`src/common/pcp_pkg.sv`:
```
// Shared constants and carrier types of the parallel configuration port
package pcp_pkg;
	// Clock rates and times, printed figures in their own units
	localparam int CLK_SYS_PERIOD_NS  = 50;      // 20 MHz system clock
	localparam int STATUS_LOW_NS      = 45000;   // Least status low pulse
	localparam int CFG_MAX_PERIOD_NS  = 400;     // Slowest cfg_clock in use
	localparam int STARTUP_DELAY_MULT = 4;       // Periods before start-up
	// Derived cycle counts, least times rounded up
	localparam logic [15:0] STATUS_LOW_CYC = 16'((STATUS_LOW_NS
		+ CLK_SYS_PERIOD_NS - 1) / CLK_SYS_PERIOD_NS);
	localparam logic [15:0] STARTUP_DELAY_CYC = 16'((STARTUP_DELAY_MULT
		* CFG_MAX_PERIOD_NS + CLK_SYS_PERIOD_NS - 1) / CLK_SYS_PERIOD_NS);
	localparam logic [15:0] INIT_CLOCKS = 16'h0c78;  // 3192 clocks
	localparam logic [15:0] FALL_EDGES  = 16'h0002;  // Falls after complete
	// Data path shape
	localparam int BYTE_W     = 8;
	localparam int FIFO_DEPTH = 8;
	// Scheme select encodings
	localparam logic [1:0] SCHEME_FAST_PARALLEL    = 2'h0;
	localparam logic [1:0] SCHEME_PASSIVE_SERIAL   = 2'h1;
	localparam logic [1:0] SCHEME_ACTIVE_SERIAL    = 2'h2;

	// Loader sequence
	typedef enum logic [3:0] {
		S_RESET   = 4'h0,  // Pulling status low
		S_RELEASE = 4'h1,  // Waiting for shared status line high
		S_LOAD    = 4'h2,  // Taking configuration bytes
		S_WAIT    = 4'h3,  // Waiting for shared complete line
		S_FALL    = 4'h4,  // Counting cfg_clock falls
		S_DELAY   = 4'h5,  // Start-up clock enable delay
		S_INIT    = 4'h6,  // Initialisation count
		S_USER    = 4'h7,  // User mode
		S_ERROR   = 4'h8   // Halted after an error
	} pcp_state_type;

	// Every pin sampled from outside the clock domain
	typedef struct packed {
		logic       cfg_clock;          // Host configuration clock
		logic       user_startup_clock; // Optional start-up clock
		logic       config_request_n;   // Reconfiguration request
		logic       config_status_n;    // Wired status line level
		logic       config_complete;    // Wired completion line level
		logic [1:0] scheme_select_pins; // Scheme straps
		logic       use_startup_clock;  // Start-up clock option
		logic       data0_user_drive;   // Data bit 0 user drive option
		logic [7:0] data;               // Parallel data bus
	} pcp_pins_type;
endpackage

```
`src/pcp_loader.sv`:
```
// Configuration loader of the parallel port and its byte FIFO

// Byte FIFO between the pin side and the configuration memory writer
module pcp_fifo #(
	parameter int W     = 8,
	parameter int DEPTH = 8
) (
	input  wire logic         clk_sys,   // System clock
	input  wire logic         rst,       // Asynchronous reset
	input  wire logic         in_valid,  // Byte offered
	input  wire logic [W-1:0] in_data,   // Byte offered
	output logic              in_ready,  // Room for a byte
	output logic              out_valid, // Byte available
	output logic [W-1:0]      out_data,  // Oldest byte
	input  wire logic         out_ready  // Drain accepts
);
	localparam int AW = $clog2(DEPTH);
	localparam int CW = $clog2(DEPTH + 1);

	// Whole FIFO state in one record
	typedef struct packed {
		logic [DEPTH-1:0][W-1:0] mem; // Storage
		logic [AW-1:0]           wr;  // Write pointer
		logic [AW-1:0]           rd;  // Read pointer
		logic [CW-1:0]           cnt; // Fill level
	} pcp_fifo_st_type;

	pcp_fifo_st_type st_q;  // Registered state
	pcp_fifo_st_type st_d;  // Next state

	logic push;  // Write this cycle
	logic pop;   // Read this cycle

	// Honest flags straight from the fill level
	assign in_ready  = (st_q.cnt != CW'(DEPTH));
	assign out_valid = (st_q.cnt != '0);
	assign out_data  = st_q.mem[st_q.rd];
	assign push      = in_valid & in_ready;
	assign pop       = out_valid & out_ready;

	// Pointer and level update
	always_comb begin
		st_d = st_q;
		if (push) begin
			st_d.mem[st_q.wr] = in_data;
			st_d.wr = (st_q.wr == AW'(DEPTH - 1)) ? '0 : st_q.wr + 1'b1;
		end
		if (pop) begin
			st_d.rd = (st_q.rd == AW'(DEPTH - 1)) ? '0 : st_q.rd + 1'b1;
		end
		st_d.cnt = st_q.cnt + CW'(push) - CW'(pop);
	end

	// State register
	always_ff @(posedge clk_sys or posedge rst) begin
		if (rst) begin
			st_q <= '0;
		end else begin
			st_q <= st_d;
		end
	end
endmodule

// Overview of operation
// - Released status line means ready for data
// - Bytes captured on cfg_clock rising edge
// - Fast parallel completes one byte early
// - Two cfg_clock falls start initialisation
// - Start-up clock ignored while loading
// - Optional start-up clock, delay, 3192 clocks
// - Release init_complete on entering user mode
// - User mode removes user pin pull-ups
// - Data bit zero tri-stated in user mode unless the drive option is set
// - No maximum cfg_clock period, pause allowed
// - Wait for shared completion line high
// - Shared status low halts every device
// - Request low in user mode reconfigures
// - Completion held low until loading finished
// - Start-up delay at least four clock periods
// - Error pulls the status line low
module pcp_loader (
	input  wire logic        clk_sys,              // System clock
	input  wire logic        rst,                  // Asynchronous reset
	input  wire logic        cfg_clock,            // Host clock pin
	input  wire logic [7:0]  cfg_data,             // Parallel data pins
	input  wire logic        user_startup_clock,   // Start-up clock pin
	input  wire logic        config_request_n,     // Request pin
	input  wire logic        config_status_n_in,   // Status line level
	output logic             config_status_n_out,  // Status drive value
	output logic             config_status_n_oe_n, // Low pulls line
	input  wire logic        config_complete_in,   // Completion line level
	output logic             config_complete_out,  // Completion drive
	output logic             config_complete_oe_n, // Low pulls line
	output logic             init_complete_out,    // Init drive value
	output logic             init_complete_oe_n,   // Low pulls line
	input  wire logic [1:0]  scheme_select_pins,   // Scheme straps
	input  wire logic        use_startup_clock,    // Start-up clock option
	input  wire logic        data0_user_drive,     // Bit zero drive option
	input  wire logic        user_data0,           // User value for bit 0
	output logic             data0_out,            // Bit zero drive value
	output logic             data0_oe_n,           // Low drives bit zero
	input  wire logic [31:0] image_bytes,          // Image length in bytes
	output logic             user_mode,            // Device in user mode
	output logic             user_pullup_en,       // Weak pull-ups on
	output logic             cfg_byte_valid,       // Byte to memory
	output logic [7:0]       cfg_byte,             // Byte to memory
	input  wire logic        cfg_byte_ready        // Memory accepts
);
	// Whole loader state in one record
	typedef struct packed {
		pcp_pkg::pcp_state_type state; // Sequence state
		pcp_pkg::pcp_pins_type  s1;    // Synchroniser first stage
		pcp_pkg::pcp_pins_type  s2;    // Synchroniser second stage
		pcp_pkg::pcp_pins_type  s3;    // Edge detect history
		logic [15:0]            timer; // Shared step counter
		logic [31:0]            bytes; // Bytes taken
		logic                   push;  // Byte offered to FIFO
		logic [7:0]             byte_q;// Captured byte
		logic                   done;  // Completion released
		logic                   init;  // Init line released
		logic                   d0;    // Registered user bit zero
	} pcp_st_type;

	pcp_st_type st_q;  // Registered state
	pcp_st_type st_d;  // Next state

	pcp_pkg::pcp_pins_type pins;  // Raw pin bundle
	logic rise_cfg;               // cfg_clock rising edge
	logic fall_cfg;               // cfg_clock falling edge
	logic rise_usr;               // Start-up clock rising edge
	logic fifo_ready;             // FIFO has room
	logic overrun;                // Byte arrived with FIFO full
	logic [31:0] done_at;         // Byte count that releases completion
	logic more;                   // Bytes still owed after completion

	assign pins = '{cfg_clock: cfg_clock,
		user_startup_clock: user_startup_clock,
		config_request_n: config_request_n,
		config_status_n: config_status_n_in,
		config_complete: config_complete_in,
		scheme_select_pins: scheme_select_pins,
		use_startup_clock: use_startup_clock,
		data0_user_drive: data0_user_drive, data: cfg_data};

	// Edges only from the second stage onward
	assign rise_cfg = st_q.s2.cfg_clock & ~st_q.s3.cfg_clock;
	assign fall_cfg = ~st_q.s2.cfg_clock & st_q.s3.cfg_clock;
	assign rise_usr = st_q.s2.user_startup_clock
		& ~st_q.s3.user_startup_clock;
	// The host cannot be stalled, so a full FIFO is a load error
	assign overrun  = st_q.push & ~fifo_ready;
	// one byte early in fast parallel
	assign done_at  = (st_q.s2.scheme_select_pins
		== pcp_pkg::SCHEME_FAST_PARALLEL) ? image_bytes - 32'h1
		: image_bytes;
	assign more     = st_q.bytes < image_bytes;

	// Sequence and capture logic
	always_comb begin
		st_d = st_q;
		st_d.s1 = pins;
		st_d.s2 = st_q.s1;
		st_d.s3 = st_q.s2;
		st_d.push = 1'b0;
		st_d.d0 = user_data0;
		case (st_q.state)
			// status held low for the least pulse
			pcp_pkg::S_RESET: begin
				st_d.timer = st_q.timer + 16'h1;
				if (st_q.timer == pcp_pkg::STATUS_LOW_CYC - 16'h1) begin
					st_d.state = pcp_pkg::S_RELEASE;
				end
			end
			// ready once the shared line is high
			pcp_pkg::S_RELEASE: begin
				if (st_q.s2.config_status_n) begin
					st_d.state = pcp_pkg::S_LOAD;
					st_d.bytes = '0;
				end
			end
			// capture on rising edge, no timeout
			pcp_pkg::S_LOAD: begin
				if (rise_cfg) begin
					st_d.push = 1'b1;
					st_d.byte_q = st_q.s2.data;
					st_d.bytes = st_q.bytes + 32'h1;
					if (st_q.bytes + 32'h1 == done_at) begin
						st_d.done = 1'b1;
						st_d.state = pcp_pkg::S_WAIT;
					end
				end
			end
			pcp_pkg::S_WAIT: begin
				if (st_q.s2.config_complete) begin
					st_d.state = pcp_pkg::S_FALL;
					st_d.timer = '0;
				end
			end
			pcp_pkg::S_FALL: begin
				if (fall_cfg) begin
					st_d.timer = st_q.timer + 16'h1;
					if (st_q.timer == pcp_pkg::FALL_EDGES - 16'h1) begin
						st_d.timer = '0;
						st_d.state = st_q.s2.use_startup_clock
							? pcp_pkg::S_DELAY : pcp_pkg::S_INIT;
					end
				end
			end
			// enable delay on the system clock
			pcp_pkg::S_DELAY: begin
				st_d.timer = st_q.timer + 16'h1;
				if (st_q.timer == pcp_pkg::STARTUP_DELAY_CYC - 16'h1) begin
					st_d.timer = '0;
					st_d.state = pcp_pkg::S_INIT;
				end
			end
			// count start-up clocks or system clocks
			pcp_pkg::S_INIT: begin
				if (rise_usr || !st_q.s2.use_startup_clock) begin
					st_d.timer = st_q.timer + 16'h1;
					if (st_q.timer == pcp_pkg::INIT_CLOCKS - 16'h1) begin
						// release init and enter user mode
						st_d.init = 1'b1;
						st_d.state = pcp_pkg::S_USER;
					end
				end
			end
			// User mode holds until a request
			pcp_pkg::S_USER: begin
				st_d.state = pcp_pkg::S_USER;
			end
			pcp_pkg::S_ERROR: begin
				st_d.state = pcp_pkg::S_ERROR;
			end
			default: begin
				st_d.state = pcp_pkg::S_RESET;
			end
		endcase
		// Last byte of a fast parallel image after completion
		if ((st_q.state == pcp_pkg::S_WAIT || st_q.state == pcp_pkg::S_FALL)
			&& rise_cfg && more) begin
			st_d.push = 1'b1;
			st_d.byte_q = st_q.s2.data;
			st_d.bytes = st_q.bytes + 32'h1;
		end
		// chain error or overrun halts loading
		if ((st_q.state == pcp_pkg::S_LOAD || st_q.state == pcp_pkg::S_WAIT
			|| st_q.state == pcp_pkg::S_FALL)
			&& (!st_q.s2.config_status_n || overrun)) begin
			st_d.state = pcp_pkg::S_ERROR;
			st_d.push = 1'b0;
			st_d.done = 1'b0;
		end
		if (!st_q.s2.config_request_n) begin
			st_d.state = pcp_pkg::S_RESET;
			st_d.timer = '0;
			st_d.push = 1'b0;
			st_d.done = 1'b0;
			st_d.init = 1'b0;
		end
	end

	// State register, power-up starts in reset with status low
	always_ff @(posedge clk_sys or posedge rst) begin
		if (rst) begin
			st_q <= '0;
		end else begin
			st_q <= st_d;
		end
	end

	// Byte buffer towards the configuration memory
	pcp_fifo #(
		.W     (pcp_pkg::BYTE_W),
		.DEPTH (pcp_pkg::FIFO_DEPTH)
	) u_fifo (
		.clk_sys   (clk_sys),
		.rst       (rst),
		.in_valid  (st_q.push),
		.in_data   (st_q.byte_q),
		.in_ready  (fifo_ready),
		.out_valid (cfg_byte_valid),
		.out_data  (cfg_byte),
		.out_ready (cfg_byte_ready)
	);

	// Open-drain lines only ever pull low
	assign config_status_n_out  = 1'b0;
	assign config_complete_out  = 1'b0;
	assign init_complete_out    = 1'b0;
	// pull status in reset and error
	assign config_status_n_oe_n = !(st_q.state == pcp_pkg::S_RESET
		|| st_q.state == pcp_pkg::S_ERROR);
	assign config_complete_oe_n = st_q.done;
	assign init_complete_oe_n   = st_q.init;
	assign user_mode            = (st_q.state == pcp_pkg::S_USER);
	assign user_pullup_en       = !user_mode;
	// bit zero floats unless the option drives it
	assign data0_oe_n = !(user_mode && st_q.s2.data0_user_drive);
	assign data0_out  = st_q.d0;
endmodule

```
`config.mk`:
```
export PLATFORM = sky130hd
export DESIGN_NAME = pcp_loader
export DESIGN_NICKNAME = d
export VERILOG_FILES = /design/src/common/pcp_pkg.sv /design/src/pcp_loader.sv
export SDC_FILE = /design/constraint.sdc
export NUM_CORES = 1
export LEC_CHECK = 0
export ABC_AREA = 1
export BUFFER_PORTS_ARGS = -buffer_cell sky130_fd_sc_hd__buf_2
export CORE_UTILIZATION = 45
export CTS_BUF_LIST = sky130_fd_sc_hd__clkbuf_8
export DETAILED_ROUTE_END_ITERATION = 6
export PLACE_DENSITY_LB_ADDON = 0.12
export SLEW_MARGIN = 40
export SYNTH_ARGS = -nofsm -noshare
export SYNTH_HDL_FRONTEND = slang
export SYNTH_HIERARCHICAL = 1
export SYNTH_SLANG_ARGS = --single-unit
```
`constraint.sdc`:
```
create_clock -name clk_sys -period 4.2 [get_ports clk_sys]
set_input_delay 0.42 -clock clk_sys [delete_from_list [all_inputs] [get_ports clk_sys]]
set_output_delay 0.42 -clock clk_sys [all_outputs]
set_load 0.01 [all_outputs]
```
---- After elaboration in Yosys (flattened, before gate mapping) ----
Index checks and enable logic that the tools add are counted.
storage, ports and cells
  flip-flop bits (word level) ............. 174
  bits of input ports ..................... 53
  output and inout port bits .............. 19
  logic and storage cells ................. 168
operators by class
  $add $sub $neg .......................... 7
  magnitude comparators ................... 4
  equal/unequal tests ..................... 38
  mux-type cells .......................... 42
  bitwise gates (word level) .............. 10
  reduce and logical (&&, ||, !) cells .... 28
operators with widths
  cell                   number
  $mux 16                6
  $pmux 16 s5            1
  $bwmux 64              1
  $mux 32                2
  $pmux 32 s2            1
  $mux 4                 12
  $mux 42                1
  $mux 41                1
  $pmux 4 s9             1
  $add 32x1->32 const B  1
  $eq 32x32->1           1
  $lt 32x32->1           1
  $sub 32x1->32 const B  1
  $bmux 8 s3             1
  $demux 8 s3            1
  $ne 4x4->1 const B     6
  $ne 4x3->1 const B     5
  $add 16x1->16 const B  1
  $eq 16x1->1 const B    1
  $eq 16x10->1 const B   1
  $eq 16x12->1 const B   1
  $eq 16x5->1 const B    1
  $eq 4x3->1 const B     4
  $mux 8                 2
  other kinds (31)       75

---- Longest topological paths before layout ----
Gate-level depths: netlist of the first run.
  depth after elaboration ................. 9
  gate-level depth with buffers ........... 19
  depth with buffers taken out ............ 18

---- By module ----
The synthesis of the first run kept the hierarchy.
modules (own cells, without submodules)
  module      times used  cells each  area an instance (sq um)  seq. area each (sq um)
  pcp_loader  1           1260        7877.6                    2502.4
  pcp_fifo    1           576         4443.0                    1851.8

---- Worst setup path after synthesis of the first run ----
No wires, ideal clock.
  kind .................................... register to register
  start ................................... register u_fifo/st_q[2] (netlist bit)
  end ..................................... register, netlist name st_q[113]
  setup time .............................. 0.117 ns
  data arrival time ....................... 2.087 ns
  data required time ...................... 4.083 ns
  slack ................................... 1.995 ns
  stages on the path, launching flop included .. 17
  buffers on the path ..................... 2
  period minus slack after synthesis ...... 2.205 ns
  cells stage by stage .................... dfrtp_1 -> inv_1 -> ha_1 -> nand3_4 -> buf_6 -> buf_2 -> inv_1 -> a21oi_1 -> inv_1 -> o21ai_1 -> inv_1 -> nor2_1 -> nand2_1 -> o21ai_0 -> nor4_1 -> nand3_1 -> nand2_1
RTL lines
  element                 RTL line          RTL
  start, declared         pcp_loader.sv:28  pcp_fifo_st_type st_q;
  start signal, assigned  pcp_loader.sv:59  st_q <= st_d;

---- Worst setup path after layout of the first run ----
  start ................................... register u_fifo/st_q[5] (netlist bit)
  end ..................................... output cfg_byte[1]
on the way
  cells in the longest elaborated chain, start to end .. 2
ends and longest elaborated chain
  element                       RTL line           RTL
  $bmux 8 s3                    pcp_loader.sv:37   assign out_data = st_q.mem[st_q.rd];
  $mux 8 (implied by the code)  pcp_loader.sv:37
  end, declared                 pcp_loader.sv:106  output logic [7:0] cfg_byte,
Every way passes these cells. The select of a mux whose other input is x is not followed.

==> impl_metrics.py, run 1 <==
metrics = {
    "placed_design": {
        "gp_congestion": 0.972,
        "place_worst_setup_slack_ps": 1340,
        "hpwlAfterDp_um": 25800,
        "port_buffers": 68,
    },
    "global_route": {
        "grt-ovfl-total": 0,
        "pin_count_of_the_biggest_net_entering_global_routing": 74,
        "grt_antenna_before_repair": 0,
        "grt_pass1_vias": 10800,
        "grt_first_pass_wirelength_um": 56300,
        "groute.usage.overall_pct": 25.2,
    },
    "route": {
        "wl_um": 34200,
        "num_vias": 11700,
        "dr.first_iter.drc_count": 1049,
        "final_antenna_net_count": 0,
        "wire_per_inst_um": 15.3,
        "drcViolationCount": 0,
        "detailedRoute.firstPassIterationCount": 5,
        "viasPerCell": 5.23,
    },
    "floorplan": {
        "die_width_um": 167,
        "floorplan.die_area_um2": 28000,
        "die-height_um": 167,
        "placementRows": 60,
        "core_um2": 26900,
        "top_level_ports": 72,
        "floorplan.initialDensity_pct": 45.8,
    },
    "yosys": {
        "postSynthAreaPerCell_um2": 6.71,
        "mappedNetlistArea_um2": 12300,
        "synth.yosys.warnings": 6,
        "ys_ff_latch": 174,
        "synth_enable_flop_cells": 0,
        "yosys_most_used_dff": "sky130_fd_sc_hd__dfrtp_1",
        "synth-async-reset-ratio_pct": 100,
        "synthDistinctLibCells": 47,
        "sequential_area_share_after_synthesis_pct": 35.3,
        "syn_inst": 1836,
    },
    "sta": {
        "period_minus_slack_ps": 3140,
        "max_slew_margin_vs_limit_pct": 47.6,
        "timing.final.crit_share_pct": 74.9,
        "setup-tns-final_ps": 0,
        "grt_setup_unrepaired": "no",
        "worst_clock_skew_ps": 31.2,
        "hold_viol": 0,
        "fmax_mhz": 318,
        "timing.final.ws_setup_ps": 1060,
        "final_max_slew_viol_count": 0,
        "max_slew.worst_pin.slew_ps": 786,
        "setup_viol": 0,
    },
    "clock_network": {
        "clock_latency_late_sink_ps": 480,
        "cts_made_buffers": 17,
        "clk_root_buffer_cell": "sky130_fd_sc_hd__clkbuf_8",
        "clock_sink_count": 174,
        "maximum_clock_insertion_buffer_count": 2,
        "clk_pin_slew_worst_paths_ps": 110,
        "cts_tree": "done",
        "cts.htree.levels": 4,
    },
    "layout": {
        "finalNetCount": 1983,
        "filler_cell_count": 2751,
        "layout-drive-gt1-share_pct": 9.91,
        "syn2layout_area_growth_pct": 7.67,
        "number_of_inserted_diodes": 0,
    },
    "pwr": {
        "cell_leakage_power_nw": 6.96,
        "power_density_nw_per_um2": 401,
        "vdd.ir_drop.worst_v": 0.000225,
    },
    "setup_path": {
        "critical-path-max-stage-delay_ps": 820,
        "critical_path.max_fanout": 18,
        "setup.worst_path.class": "reg2out",
        "critical_path_data_arrival_time_ps": 2720,
        "worstSetupStartpointType": "flop",
        "critical_path.slowest_cell": "sky130_fd_sc_hd__dfrtp_1",
        "worstPathCellList": "clkinv_1, nand3_1, nand2_1, nand2_1, nand2_1, buf_2",
        "worst-endpoint-required_ps": 3780,
        "critPathCaptureType": "primary output",
        "timing.critical_path.mode_cell": "sky130_fd_sc_hd__nand2_1",
    },
    "run": {
        "maxCapViolations": 0,
    },
    "hold_path": {
        "timing.hold.worst.class": "in2reg",
    },
    "status": {
        "run_status": "finished clean",
    },
}
==> critical path, delay by kind of cell, from the launching register on <==
family,cells,cell delay [ps]
and+or+nand+nor,4,590
buffers and inverters,2,830
DFF,1,820
==> flip-flops by register name (all words and copies together) (netlist names) <==
signal                flops
data0_out                 1
st_d                     34
u_fifo/st_q              74
config_complete_oe_n      1
init_complete_oe_n        1
st_q                     63
==> cells by family after synthesis <==
kind of cell	count (synthesis)	share of synthesized area [%]
AO/OA/AOI/OAI	86	3.84
XOR/XNOR	12	0.853
adder cells (fa/ha/maj)	46	4.73
buffers and inverters	299	10.2
flip-flops	174	35.3
other	1	0.0304
AND/OR/NAND/NOR	1218	45.0
==> synth_stat cells (7+ instances only) <==
| library cell | instances | area share (%) |
|---|---|---|
| sky130_fd_sc_hd__nand2_2 | 9 | 0.46 |
| sky130_fd_sc_hd__xor2_1 | 10 | 0.71 |
| sky130_fd_sc_hd__buf_2 | 28 | 1.1 |
| sky130_fd_sc_hd__buf_4 | 10 | 0.61 |
| sky130_fd_sc_hd__inv_1 | 234 | 7.1 |
| sky130_fd_sc_hd__nor4_1 | 7 | 0.36 |
| sky130_fd_sc_hd__nand4_1 | 99 | 5.0 |
| sky130_fd_sc_hd__nand2_1 | 714 | 22 |
| sky130_fd_sc_hd__nor2_1 | 149 | 4.5 |
| sky130_fd_sc_hd__nor2_2 | 14 | 0.71 |
| sky130_fd_sc_hd__nand3_1 | 150 | 6.1 |
| sky130_fd_sc_hd__nor3_1 | 29 | 1.2 |
| sky130_fd_sc_hd__dfrtp_1 | 174 | 35 |
| sky130_fd_sc_hd__a21oi_1 | 33 | 1.3 |
| sky130_fd_sc_hd__inv_2 | 7 | 0.21 |
| sky130_fd_sc_hd__o21ai_0 | 22 | 0.89 |
| sky130_fd_sc_hd__clkbuf_1 | 8 | 0.24 |
| sky130_fd_sc_hd__nor2_8 | 8 | 1.3 |
| sky130_fd_sc_hd__ha_1 | 45 | 4.6 |
| sky130_fd_sc_hd__o21ai_1 | 13 | 0.53 |
| sky130_fd_sc_hd__nor2_4 | 9 | 0.82 |
| sky130_fd_sc_hd__nand3_4 | 9 | 1.3 |
==> cell type report <==
cell class                      instances  area, um2  share of cell area (%)
Inverter                              247        940                    7.08
Clock inverter                         14        138                    1.04
Sequential cell                       174       4360                    32.8
Timing Repair Buffer                   79        429                    3.24
Clock buffer                           18        248                    1.87
Tap cell                              341        427                    3.22
Multi-Input combinational cell       1365       6730                    50.7
==> where the power goes <==
| group | internal, W | switching [W] |
|---|---|---|
| Sequential | 0.00187 | 0.000352 |
| Combinational | 0.000600 | 0.00134 |
| Clock | 0.000458 | 0.000703 |
==> placed cells by master (no fill, tap or decap), types with 3 or more instances in the layout <==
| cell type | instances |
|---|---|
| sky130_fd_sc_hd__xor2_1 | 10 |
| sky130_fd_sc_hd__o22ai_1 | 3 |
| sky130_fd_sc_hd__nand2_2 | 9 |
| sky130_fd_sc_hd__nand3_1 | 150 |
| sky130_fd_sc_hd__dfrtp_1 | 172 |
| sky130_fd_sc_hd__ha_1 | 45 |
| sky130_fd_sc_hd__a31oi_1 | 3 |
| sky130_fd_sc_hd__nor2_2 | 15 |
| sky130_fd_sc_hd__clkinv_1 | 5 |
| sky130_fd_sc_hd__or2_2 | 4 |
| sky130_fd_sc_hd__o21ai_1 | 12 |
| sky130_fd_sc_hd__buf_4 | 9 |
| sky130_fd_sc_hd__inv_6 | 7 |
| sky130_fd_sc_hd__nand2_1 | 714 |
| sky130_fd_sc_hd__inv_8 | 4 |
| sky130_fd_sc_hd__nor3_2 | 3 |
| sky130_fd_sc_hd__nor2_8 | 8 |
| sky130_fd_sc_hd__a211oi_1 | 3 |
| sky130_fd_sc_hd__o21ai_0 | 22 |
| sky130_fd_sc_hd__inv_1 | 232 |
| sky130_fd_sc_hd__nand3_2 | 3 |
| sky130_fd_sc_hd__nand3_4 | 9 |
| sky130_fd_sc_hd__nor3b_1 | 5 |
| sky130_fd_sc_hd__nor4_1 | 7 |
| sky130_fd_sc_hd__nor2_1 | 148 |
| sky130_fd_sc_hd__a21oi_1 | 33 |
| sky130_fd_sc_hd__nor2_4 | 9 |
| sky130_fd_sc_hd__clkbuf_8 | 18 |
| sky130_fd_sc_hd__nor3_1 | 29 |
| sky130_fd_sc_hd__nand4_1 | 99 |
| sky130_fd_sc_hd__buf_2 | 68 |
| sky130_fd_sc_hd__conb_1 | 3 |
| sky130_fd_sc_hd__nand2_4 | 4 |
| sky130_fd_sc_hd__inv_2 | 7 |
==> per-layer routing <==
metal / track usage [%] / routed length (um) / vias to the layer above
li1: - / - / 5940
met1: 37.4 / 16700 / 5398
met2: 39.1 / 15200 / 345
met3: 3.05 / 1830 / 31
met4: 5.74 / 434 / 0
met5: 0 / 0 / -
==> final timing paths <==
path / endpoint / depth (start not counted) / start / slack [ps]
worst max-delay path: cfg_byte[1] / 6 / u_fifo/st_q[5]$_DFFE_PP0P_ / 1060
worst min-delay path: data0_out$_DFF_PP0_ / 1 / user_data0 / 40
worst max register to register: st_q[111]$_DFFE_PP0P_ / 14 / st_d[71]$_DFF_PP0_ / 1250
worst min register to register: st_d[64]$_DFF_PP0_ / 0 / st_d[81]$_DFF_PP0_ / 350
max in group asynchronous: u_fifo/st_q[7]$_DFFE_PP0P_ / 4 / rst / 2750
min in group asynchronous: st_d[82]$_DFF_PP0_ / 3 / rst / 490
==> timing repair <==
action,in CTS,in global routing
setup buffers,0,0
gates resized for setup,0,0
endpoints found under the hold margin,27,0
hold buffers,1,0
==> metrics by stage <==
stage / std cells / utilization [%] / hold slack, ps / instance area (um2) / power [W]
4_1_cts: 2238 / 49.3 / 12.3 / 13300 / 0.00537
6_report: 2238 / 49.4 / 40.9 / 13300 / 0.00532
3_3_place_gp: 2205 / 47.9 / 332 / 12900 / 0.00417
3_5_place_dp: 2205 / 47.9 / 336 / 12900 / 0.00419
5_1_grt: 2238 / 49.4 / 13.7 / 13300 / 0.00571
2_1_floorplan: 1838 / - / 331 / 12300 / 0.00366
No activity file was read; power rests on OpenSTA's default activity.
==> run 2, diff against run 1 <==
--- a/config.mk
+++ b/config.mk
@@ -5,7 +5,7 @@
 export SDC_FILE = /design/constraint.sdc
 export NUM_CORES = 1
 export LEC_CHECK = 0
-export ABC_AREA = 1
+export ABC_AREA = 0
 export BUFFER_PORTS_ARGS = -buffer_cell sky130_fd_sc_hd__buf_2
 export CORE_UTILIZATION = 45
 export CTS_BUF_LIST = sky130_fd_sc_hd__clkbuf_8
==> constraint.sdc (replaced) <==
create_clock -name clk_sys -period 3.21 [get_ports clk_sys]
set_input_delay 0.321 -clock clk_sys [delete_from_list [all_inputs] [get_ports clk_sys]]
set_output_delay 0.321 -clock clk_sys [all_outputs]
set_load 0.01 [all_outputs]
==> run 2 against run 1 <==
Worst setup slack worse by 860 ps; clock skew down 11 ps; non-clock buffer count up 71; global-route usage down 3.3 points; power up 18%; core utilization up 3.9 points; critical path type is now reg2reg; via count down 34%.
==> impl_metrics.py, run 2 <==
metrics = {
    "sta": {
        "timing.final.crit_share_pct": 94.0,
        "setup_viol": 0,
        "fmax_mhz": 331,
        "max_slew_margin_vs_limit_pct": 45.0,
        "hold_viol": 0,
        "worst_clock_skew_ps": 20.0,
        "grt_setup_unrepaired": "yes",
        "final_max_slew_viol_count": 0,
        "max_slew.worst_pin.slew_ps": 820,
        "period_minus_slack_ps": 3020,
        "setup-tns-final_ps": 0,
        "whs_ps": 293,
    },
    "clock_network": {
        "clk_root_buffer_cell": "sky130_fd_sc_hd__clkbuf_8",
        "post-cts-setup-buffer-count": 0,
        "cts_tree": "done",
        "clk_pin_slew_worst_paths_ps": 110,
        "cts_made_buffers": 17,
        "cts.htree.levels": 4,
        "clock_latency_late_sink_ps": 470,
        "clock_sink_count": 174,
        "maximum_clock_insertion_buffer_count": 2,
    },
    "yosys": {
        "post_synth_most_frequent_cells": "174 x sky130_fd_sc_hd__dfrtp_1, 71 x sky130_fd_sc_hd__xnor2_1, 63 x sky130_fd_sc_hd__mux2_2",
        "sequential_area_share_after_synthesis_pct": 41.9,
        "synthDistinctLibCells": 79,
        "mappedNetlistArea_um2": 10400,
        "postSynthAreaPerCell_um2": 10.7,
        "synth.yosys.warnings": 6,
        "ys_ff_latch": 174,
        "netlist_top_cells_area": "sky130_fd_sc_hd__dfrtp_1 42%, sky130_fd_sc_hd__mux2_2 6.8%, sky130_fd_sc_hd__xnor2_1 6.0%",
        "synth-async-reset-ratio_pct": 100,
        "synth_top_area_cell": "sky130_fd_sc_hd__dfrtp_1",
        "count_leader_synth": "sky130_fd_sc_hd__dfrtp_1",
        "synth_enable_flop_cells": 0,
        "fraction_of_post_synthesis_cell_area_in_the_top_cell_type_by_area_pct": 41.9,
        "yosys_most_used_dff": "sky130_fd_sc_hd__dfrtp_1",
        "syn_inst": 971,
    },
    "placed_design": {
        "hpwlAfterDp_um": 18100,
        "port_buffers": 68,
        "gp_congestion": 0.887,
    },
    "setup_path": {
        "critPathCaptureType": "flop",
        "critical_path.slowest_cell": "sky130_fd_sc_hd__a31o_4",
        "critical-path-max-stage-delay_ps": 480,
        "path_delay_family": "compound AO/OA/AOI/OAI gates",
        "path_buf_inv": 0,
        "worstPathCellList": "ha_1, a21o_1, a21o_1, a21oi_1, o2111ai_1, nor2_1, o2111ai_1, a31o_4, a221o_1",
        "critical_path_data_arrival_time_ps": 3350,
        "worst-endpoint-required_ps": 3540,
        "critical_path.max_fanout": 32,
        "worstSetupStartpointType": "flop",
        "setup.worst_path.class": "reg2reg",
    },
    "hold_path": {
        "timing.hold.worst.class": "in2reg",
    },
    "route": {
        "final_antenna_net_count": 0,
        "viasPerCell": 5.54,
        "drcViolationCount": 0,
        "num_vias": 7741,
        "wire_per_inst_um": 17.7,
        "wl_um": 24700,
        "dr.first_iter.drc_count": 445,
        "detailedRoute.firstPassIterationCount": 5,
    },
    "status": {
        "run_status": "finished clean",
    },
    "global_route": {
        "pin_count_of_the_biggest_net_entering_global_routing": 56,
        "grt_pass1_vias": 7799,
        "grt_antenna_before_repair": 0,
        "use_met3_pct": 3.61,
        "grt_use_met1_pct": 29.7,
        "grt_busiest_layer": "met2",
        "grt-ovfl-total": 0,
        "grt_first_pass_wirelength_um": 40900,
        "grt_use_met2_pct": 35.9,
        "groute.usage.overall_pct": 21.9,
    },
    "pwr": {
        "vdd.ir_drop.worst_v": 0.000292,
        "cell_leakage_power_nw": 5.71,
        "power_density_nw_per_um2": 521,
        "power.total_w": 0.00629,
    },
    "floorplan": {
        "floorplan.die_area_um2": 23700,
        "die-height_um": 154,
        "core_um2": 22600,
        "placementRows": 55,
        "die_width_um": 154,
        "top_level_ports": 72,
        "floorplan.initialDensity_pct": 45.9,
    },
    "layout": {
        "registers.top_by_ff_count": "u_fifo/st_q",
        "number_of_inserted_diodes": 0,
        "layout_commonest_cell": "sky130_fd_sc_hd__dfrtp_1",
        "filler_cell_count": 2004,
        "final_core_utilization_pct": 53.3,
        "layout-drive-gt1-share_pct": 26.5,
        "finalNetCount": 1199,
        "mostFrequentLayoutCells": "171 x sky130_fd_sc_hd__dfrtp_1, 69 x sky130_fd_sc_hd__xnor2_1, 68 x sky130_fd_sc_hd__buf_2",
        "largest_register_ff_count": 74,
        "multiInputGateArea_um2": 5730,
        "syn2layout_area_growth_pct": 16.2,
        "sequential_cell_area_um2": 4360,
    },
    "run": {
        "maxCapViolations": 0,
    },
}
-- run 2: cell families after synthesis --
logic type	synth area share, %
compound gates	9.37
xor+xnor	8.28
fa+ha+maj	5.61
buf+inv	3.82
flops	41.9
mux	13.9
other cells	0.0361
simple gates	17.1
-- run 2: area by class of cell --
class / count / area share, %
clock buffers: 18 / 2.05
clock inverters: 14 / 1.30
inverters: 53 / 1.67
multi-input cells: 704 / 47.5
flip-flops and latches: 174 / 36.1
well taps: 285 / 2.95
repair buffers: 150 / 8.42
-- run 2: power by group --
| group | switching, W | internal [W] |
|---|---|---|
| registers | 0.000380 | 0.00252 |
| logic | 0.000896 | 0.000930 |
| clock network | 0.000901 | 0.000665 |
-- run 2: stage by stage --
step	cells	setup slack (ps)	cell area (um2)
finish	1398	192	12100
global route	1398	-11.5	12100
CTS	1398	57.3	12000
detailed placement	1347	0.982	11400
global placement	1347	19.2	11400
floorplan	973	270	10400
-- run 2: tightest hold or removal path, cell delays in order --
cell and delay [ps]:
sky130_fd_sc_hd__buf_2 100, sky130_fd_sc_hd__nand2_1 140, sky130_fd_sc_hd__mux2_2 180
-- run 2: worst paths after layout --
| path | startpoint | endpoint | slack, ps | depth (start not counted) |
|---|---|---|---|---|
| setup reg to reg | st_q[37]$_DFFE_PP0P_ | st_q[36]$_DFFE_PP0P_ | 190 | 9 |
| setup / recovery | st_q[37]$_DFFE_PP0P_ | st_q[36]$_DFFE_PP0P_ | 190 | 9 |
| max in group asynchronous | rst | st_d[64]$_DFF_PP0_ | 1880 | 4 |
| min in group asynchronous | rst | st_q[57]$_DFFE_PP0P_ | 530 | 3 |
| hold / removal | cfg_byte_ready | u_fifo/st_q[4]$_DFFE_PP0P_ | 290 | 3 |
| hold reg to reg | st_d[77]$_DFF_PP0_ | st_d[60]$_DFF_PP0_ | 340 | 0 |
-- run 2: layer usage --
metal	part of all wire, %	vias to the layer above
met5	0	-
met4	1.6	0
met3	3.7	26
met2	49	137
met1	46	3810
li1	-	3768
-- run 2: repair_timing --
item / CTS / global route
hold buffers: 19 / 0
setup endpoints to repair: 1 / 7
pin swaps: 0 / 1
endpoints found under the hold margin: 26 / 0
gates resized for setup: 1 / 16
==> run 3, diff against run 2 <==
--- a/config.mk
+++ b/config.mk
@@ -6,10 +6,10 @@
 export NUM_CORES = 1
 export LEC_CHECK = 0
 export ABC_AREA = 0
-export BUFFER_PORTS_ARGS = -buffer_cell sky130_fd_sc_hd__buf_2
 export CORE_UTILIZATION = 45
 export CTS_BUF_LIST = sky130_fd_sc_hd__clkbuf_8
 export DETAILED_ROUTE_END_ITERATION = 6
+export DONT_BUFFER_PORTS = 1
 export PLACE_DENSITY_LB_ADDON = 0.12
 export SLEW_MARGIN = 40
 export SYNTH_ARGS = -nofsm -noshare
==> constraint.sdc (replaced) <==
create_clock -name clk_sys -period 3.1 [get_ports clk_sys]
set_input_delay 0.31 -clock clk_sys [delete_from_list [all_inputs] [get_ports clk_sys]]
set_output_delay 0.31 -clock clk_sys [all_outputs]
set_load 0.01 [all_outputs]
==> run 3 against run 2 <==
Global-route usage fell by 0.054 points; count of clock-buffer cells in the layout fell by 1; critical path depth rose by 1; register-to-register slack got worse by 90 ps; flip-flop and latch count did not move; maximum frequency rose by 0.83%; power rose by 3.8%; non-clock buffer count fell by 73; core utilization fell by 1.5 points; via count fell by 4.2%; clock skew rose by 4.9 ps; design area fell by 2.9%; critical endpoint is now st_q[111]$_DFFE_PP0P_.
==> impl_metrics.py, run 3 (synthesis results as in run 2) <==
metrics = {
    "clock_network": {
        "post-cts-setup-buffer-count": 0,
        "clk_root_buffer_cell": "sky130_fd_sc_hd__clkbuf_8",
        "cts_made_buffers": 17,
        "cts_tree": "done",
        "clk_pin_slew_worst_paths_ps": 110,
        "clock_sink_count": 174,
        "clock_latency_late_sink_ps": 480,
        "cts.htree.levels": 4,
        "maximum_clock_insertion_buffer_count": 2,
    },
    "setup_path": {
        "critical_path_data_arrival_time_ps": 3370,
        "worst-endpoint-required_ps": 3480,
        "worstPathCellList": "buf_4, nand4_1, or2_4, nor4_4, xnor2_1, xnor2_1, nand4_1, nor4_4, a21oi_1, o41ai_2",
        "critical_path.slowest_cell": "sky130_fd_sc_hd__dfrtp_2",
        "worst-r2r-setup-slack_ps": 110,
        "setup.worst_path.class": "reg2reg",
        "critical-path-max-stage-delay_ps": 450,
        "critPathCaptureType": "flop",
        "critical_path.max_fanout": 8,
        "worstSetupStartpointType": "flop",
    },
    "route": {
        "wire_per_inst_um": 18.5,
        "final_antenna_net_count": 0,
        "detailedRoute.firstPassIterationCount": 5,
        "dr.first_iter.drc_count": 346,
        "viasPerCell": 5.60,
        "num_vias": 7416,
        "wl_um": 24500,
        "drcViolationCount": 0,
    },
    "global_route": {
        "pin_count_of_the_biggest_net_entering_global_routing": 101,
        "groute.usage.overall_pct": 21.9,
        "grt-ovfl-total": 0,
        "grt_first_pass_wirelength_um": 40600,
        "grt_pass1_vias": 7533,
        "grt_antenna_before_repair": 0,
    },
    "placed_design": {
        "postPlaceCellArea_um2": 11000,
        "place_worst_setup_slack_ps": -93.6,
        "hpwlAfterDp_um": 17500,
        "port_buffers": 0,
        "gp_congestion": 0.875,
    },
    "sta": {
        "max_slew_margin_vs_limit_pct": 47.0,
        "final_max_slew_viol_count": 0,
        "period_minus_slack_ps": 2990,
        "fmax_mhz": 334,
        "hold_viol": 0,
        "whs_ps": 172,
        "setup_viol": 0,
        "timing.final.crit_share_pct": 96.6,
        "max_slew.worst_pin.slew_ps": 791,
        "timing.final.ws_setup_ps": 107,
        "worst_clock_skew_ps": 24.9,
        "grt_setup_unrepaired": "yes",
    },
    "floorplan": {
        "die_width_um": 154,
        "die-height_um": 154,
        "floorplan.initialDensity_pct": 45.9,
        "floorplan.die_area_um2": 23700,
        "top_level_ports": 72,
        "core_um2": 22600,
        "placementRows": 55,
    },
    "pwr": {
        "power.total_w": 0.00653,
        "cell_leakage_power_nw": 5.40,
        "power_density_nw_per_um2": 557,
        "vdd.ir_drop.worst_v": 0.000262,
    },
    "layout": {
        "registers.top_by_ff_count": "u_fifo/st_q",
        "final_core_utilization_pct": 51.8,
        "largest_register_ff_count": 74,
        "layout-drive-gt1-share_pct": 21.4,
        "filler_cell_count": 2050,
        "final_cell_area_um2": 11700,
        "finalNetCount": 1126,
        "syn2layout_area_growth_pct": 12.8,
        "mostFrequentLayoutCells": "167 x sky130_fd_sc_hd__dfrtp_1, 71 x sky130_fd_sc_hd__xnor2_1, 63 x sky130_fd_sc_hd__mux2_2",
        "number_of_inserted_diodes": 0,
        "layout_commonest_cell": "sky130_fd_sc_hd__dfrtp_1",
    },
    "hold_path": {
        "timing.hold.worst.class": "in2reg",
    },
    "run": {
        "maxCapViolations": 0,
    },
    "status": {
        "run_status": "finished clean",
    },
}
-- run 3: cell count changes in the layout (fill, tap and decap cells not counted), moves of 4 or more --
cell,previous run,this run
sky130_fd_sc_hd__buf_2,68,0
sky130_fd_sc_hd__inv_12,0,4
sky130_fd_sc_hd__dfrtp_2,3,7
sky130_fd_sc_hd__buf_4,62,56
sky130_fd_sc_hd__clkinv_4,4,0
sky130_fd_sc_hd__clkinv_8,2,6
sky130_fd_sc_hd__dfrtp_1,171,167
-- run 3: area by class of cell --
cell class	instances	area, um2	area share, %
multi-input combinational	704	5710	48.7
sequential	174	4360	37.2
timing repair buffer	77	642	5.48
tap	285	357	3.04
clock buffer	17	234	2.00
clock inverter	15	214	1.83
inverter	53	201	1.72
-- run 3: critical path, delay by kind of cell (launching register included) --
family                 cells  cell delay (ps)
XOR/XNOR                   2              430
AND/OR/NAND/NOR            5             1390
buffers and inverters      1              160
flip-flops                 1              450
AO/OA/AOI/OAI              2              470
-- run 3: per-stage QoR --
step / instances / setup TNS [ps]
6_report: 1325 / 0
5_1_grt: 1325 / -39.5
4_1_cts: 1325 / 0
3_5_place_dp: 1274 / -93.6
3_3_place_gp: 1274 / -71.5
2_1_floorplan: 973 / 0
-- run 3: power by group --
| group | total (W) | switching [W] | internal [W] | leakage [nW] |
|---|---|---|---|---|
| clock | 0.00173 | 0.00107 | 0.000656 | 0.220 |
| combinational | 0.00179 | 0.000872 | 0.000914 | 2.90 |
| sequential | 0.00301 | 0.000404 | 0.00261 | 2.28 |
-- run 3: layer usage --
metal	GRT usage [%]	part of all wire (%)	vias to the layer above
met5	0	0	-
met2	35.5	48	140
met3	3.78	3.7	28
met1	29.8	47	3607
li1	-	-	3641
met4	6.67	1.5	0
-- run 3: final timing paths --
path                                                     to                  from  cells after the start
min in group asynchronous       u_fifo/st_q[51]$_DFFE_PP0P_                   rst                      2
worst min-delay path             u_fifo/st_q[5]$_DFFE_PP0P_        cfg_byte_ready                      2
worst max-delay path                  st_q[111]$_DFFE_PP0P_  st_q[17]$_DFFE_PP0P_                     10
worst max register to register        st_q[111]$_DFFE_PP0P_  st_q[17]$_DFFE_PP0P_                     10
worst min register to register           st_d[62]$_DFF_PP0_    st_d[79]$_DFF_PP0_                      0
max in group asynchronous       u_fifo/st_q[70]$_DFFE_PP0P_                   rst                      3
-- run 3: timing repair --
item                                    4_1_cts  5_1_grt
hold buffers                                 19        0
resized for setup                             2       16
endpoints found under the setup margin        1       29
hold endpoints to repair                    142        0
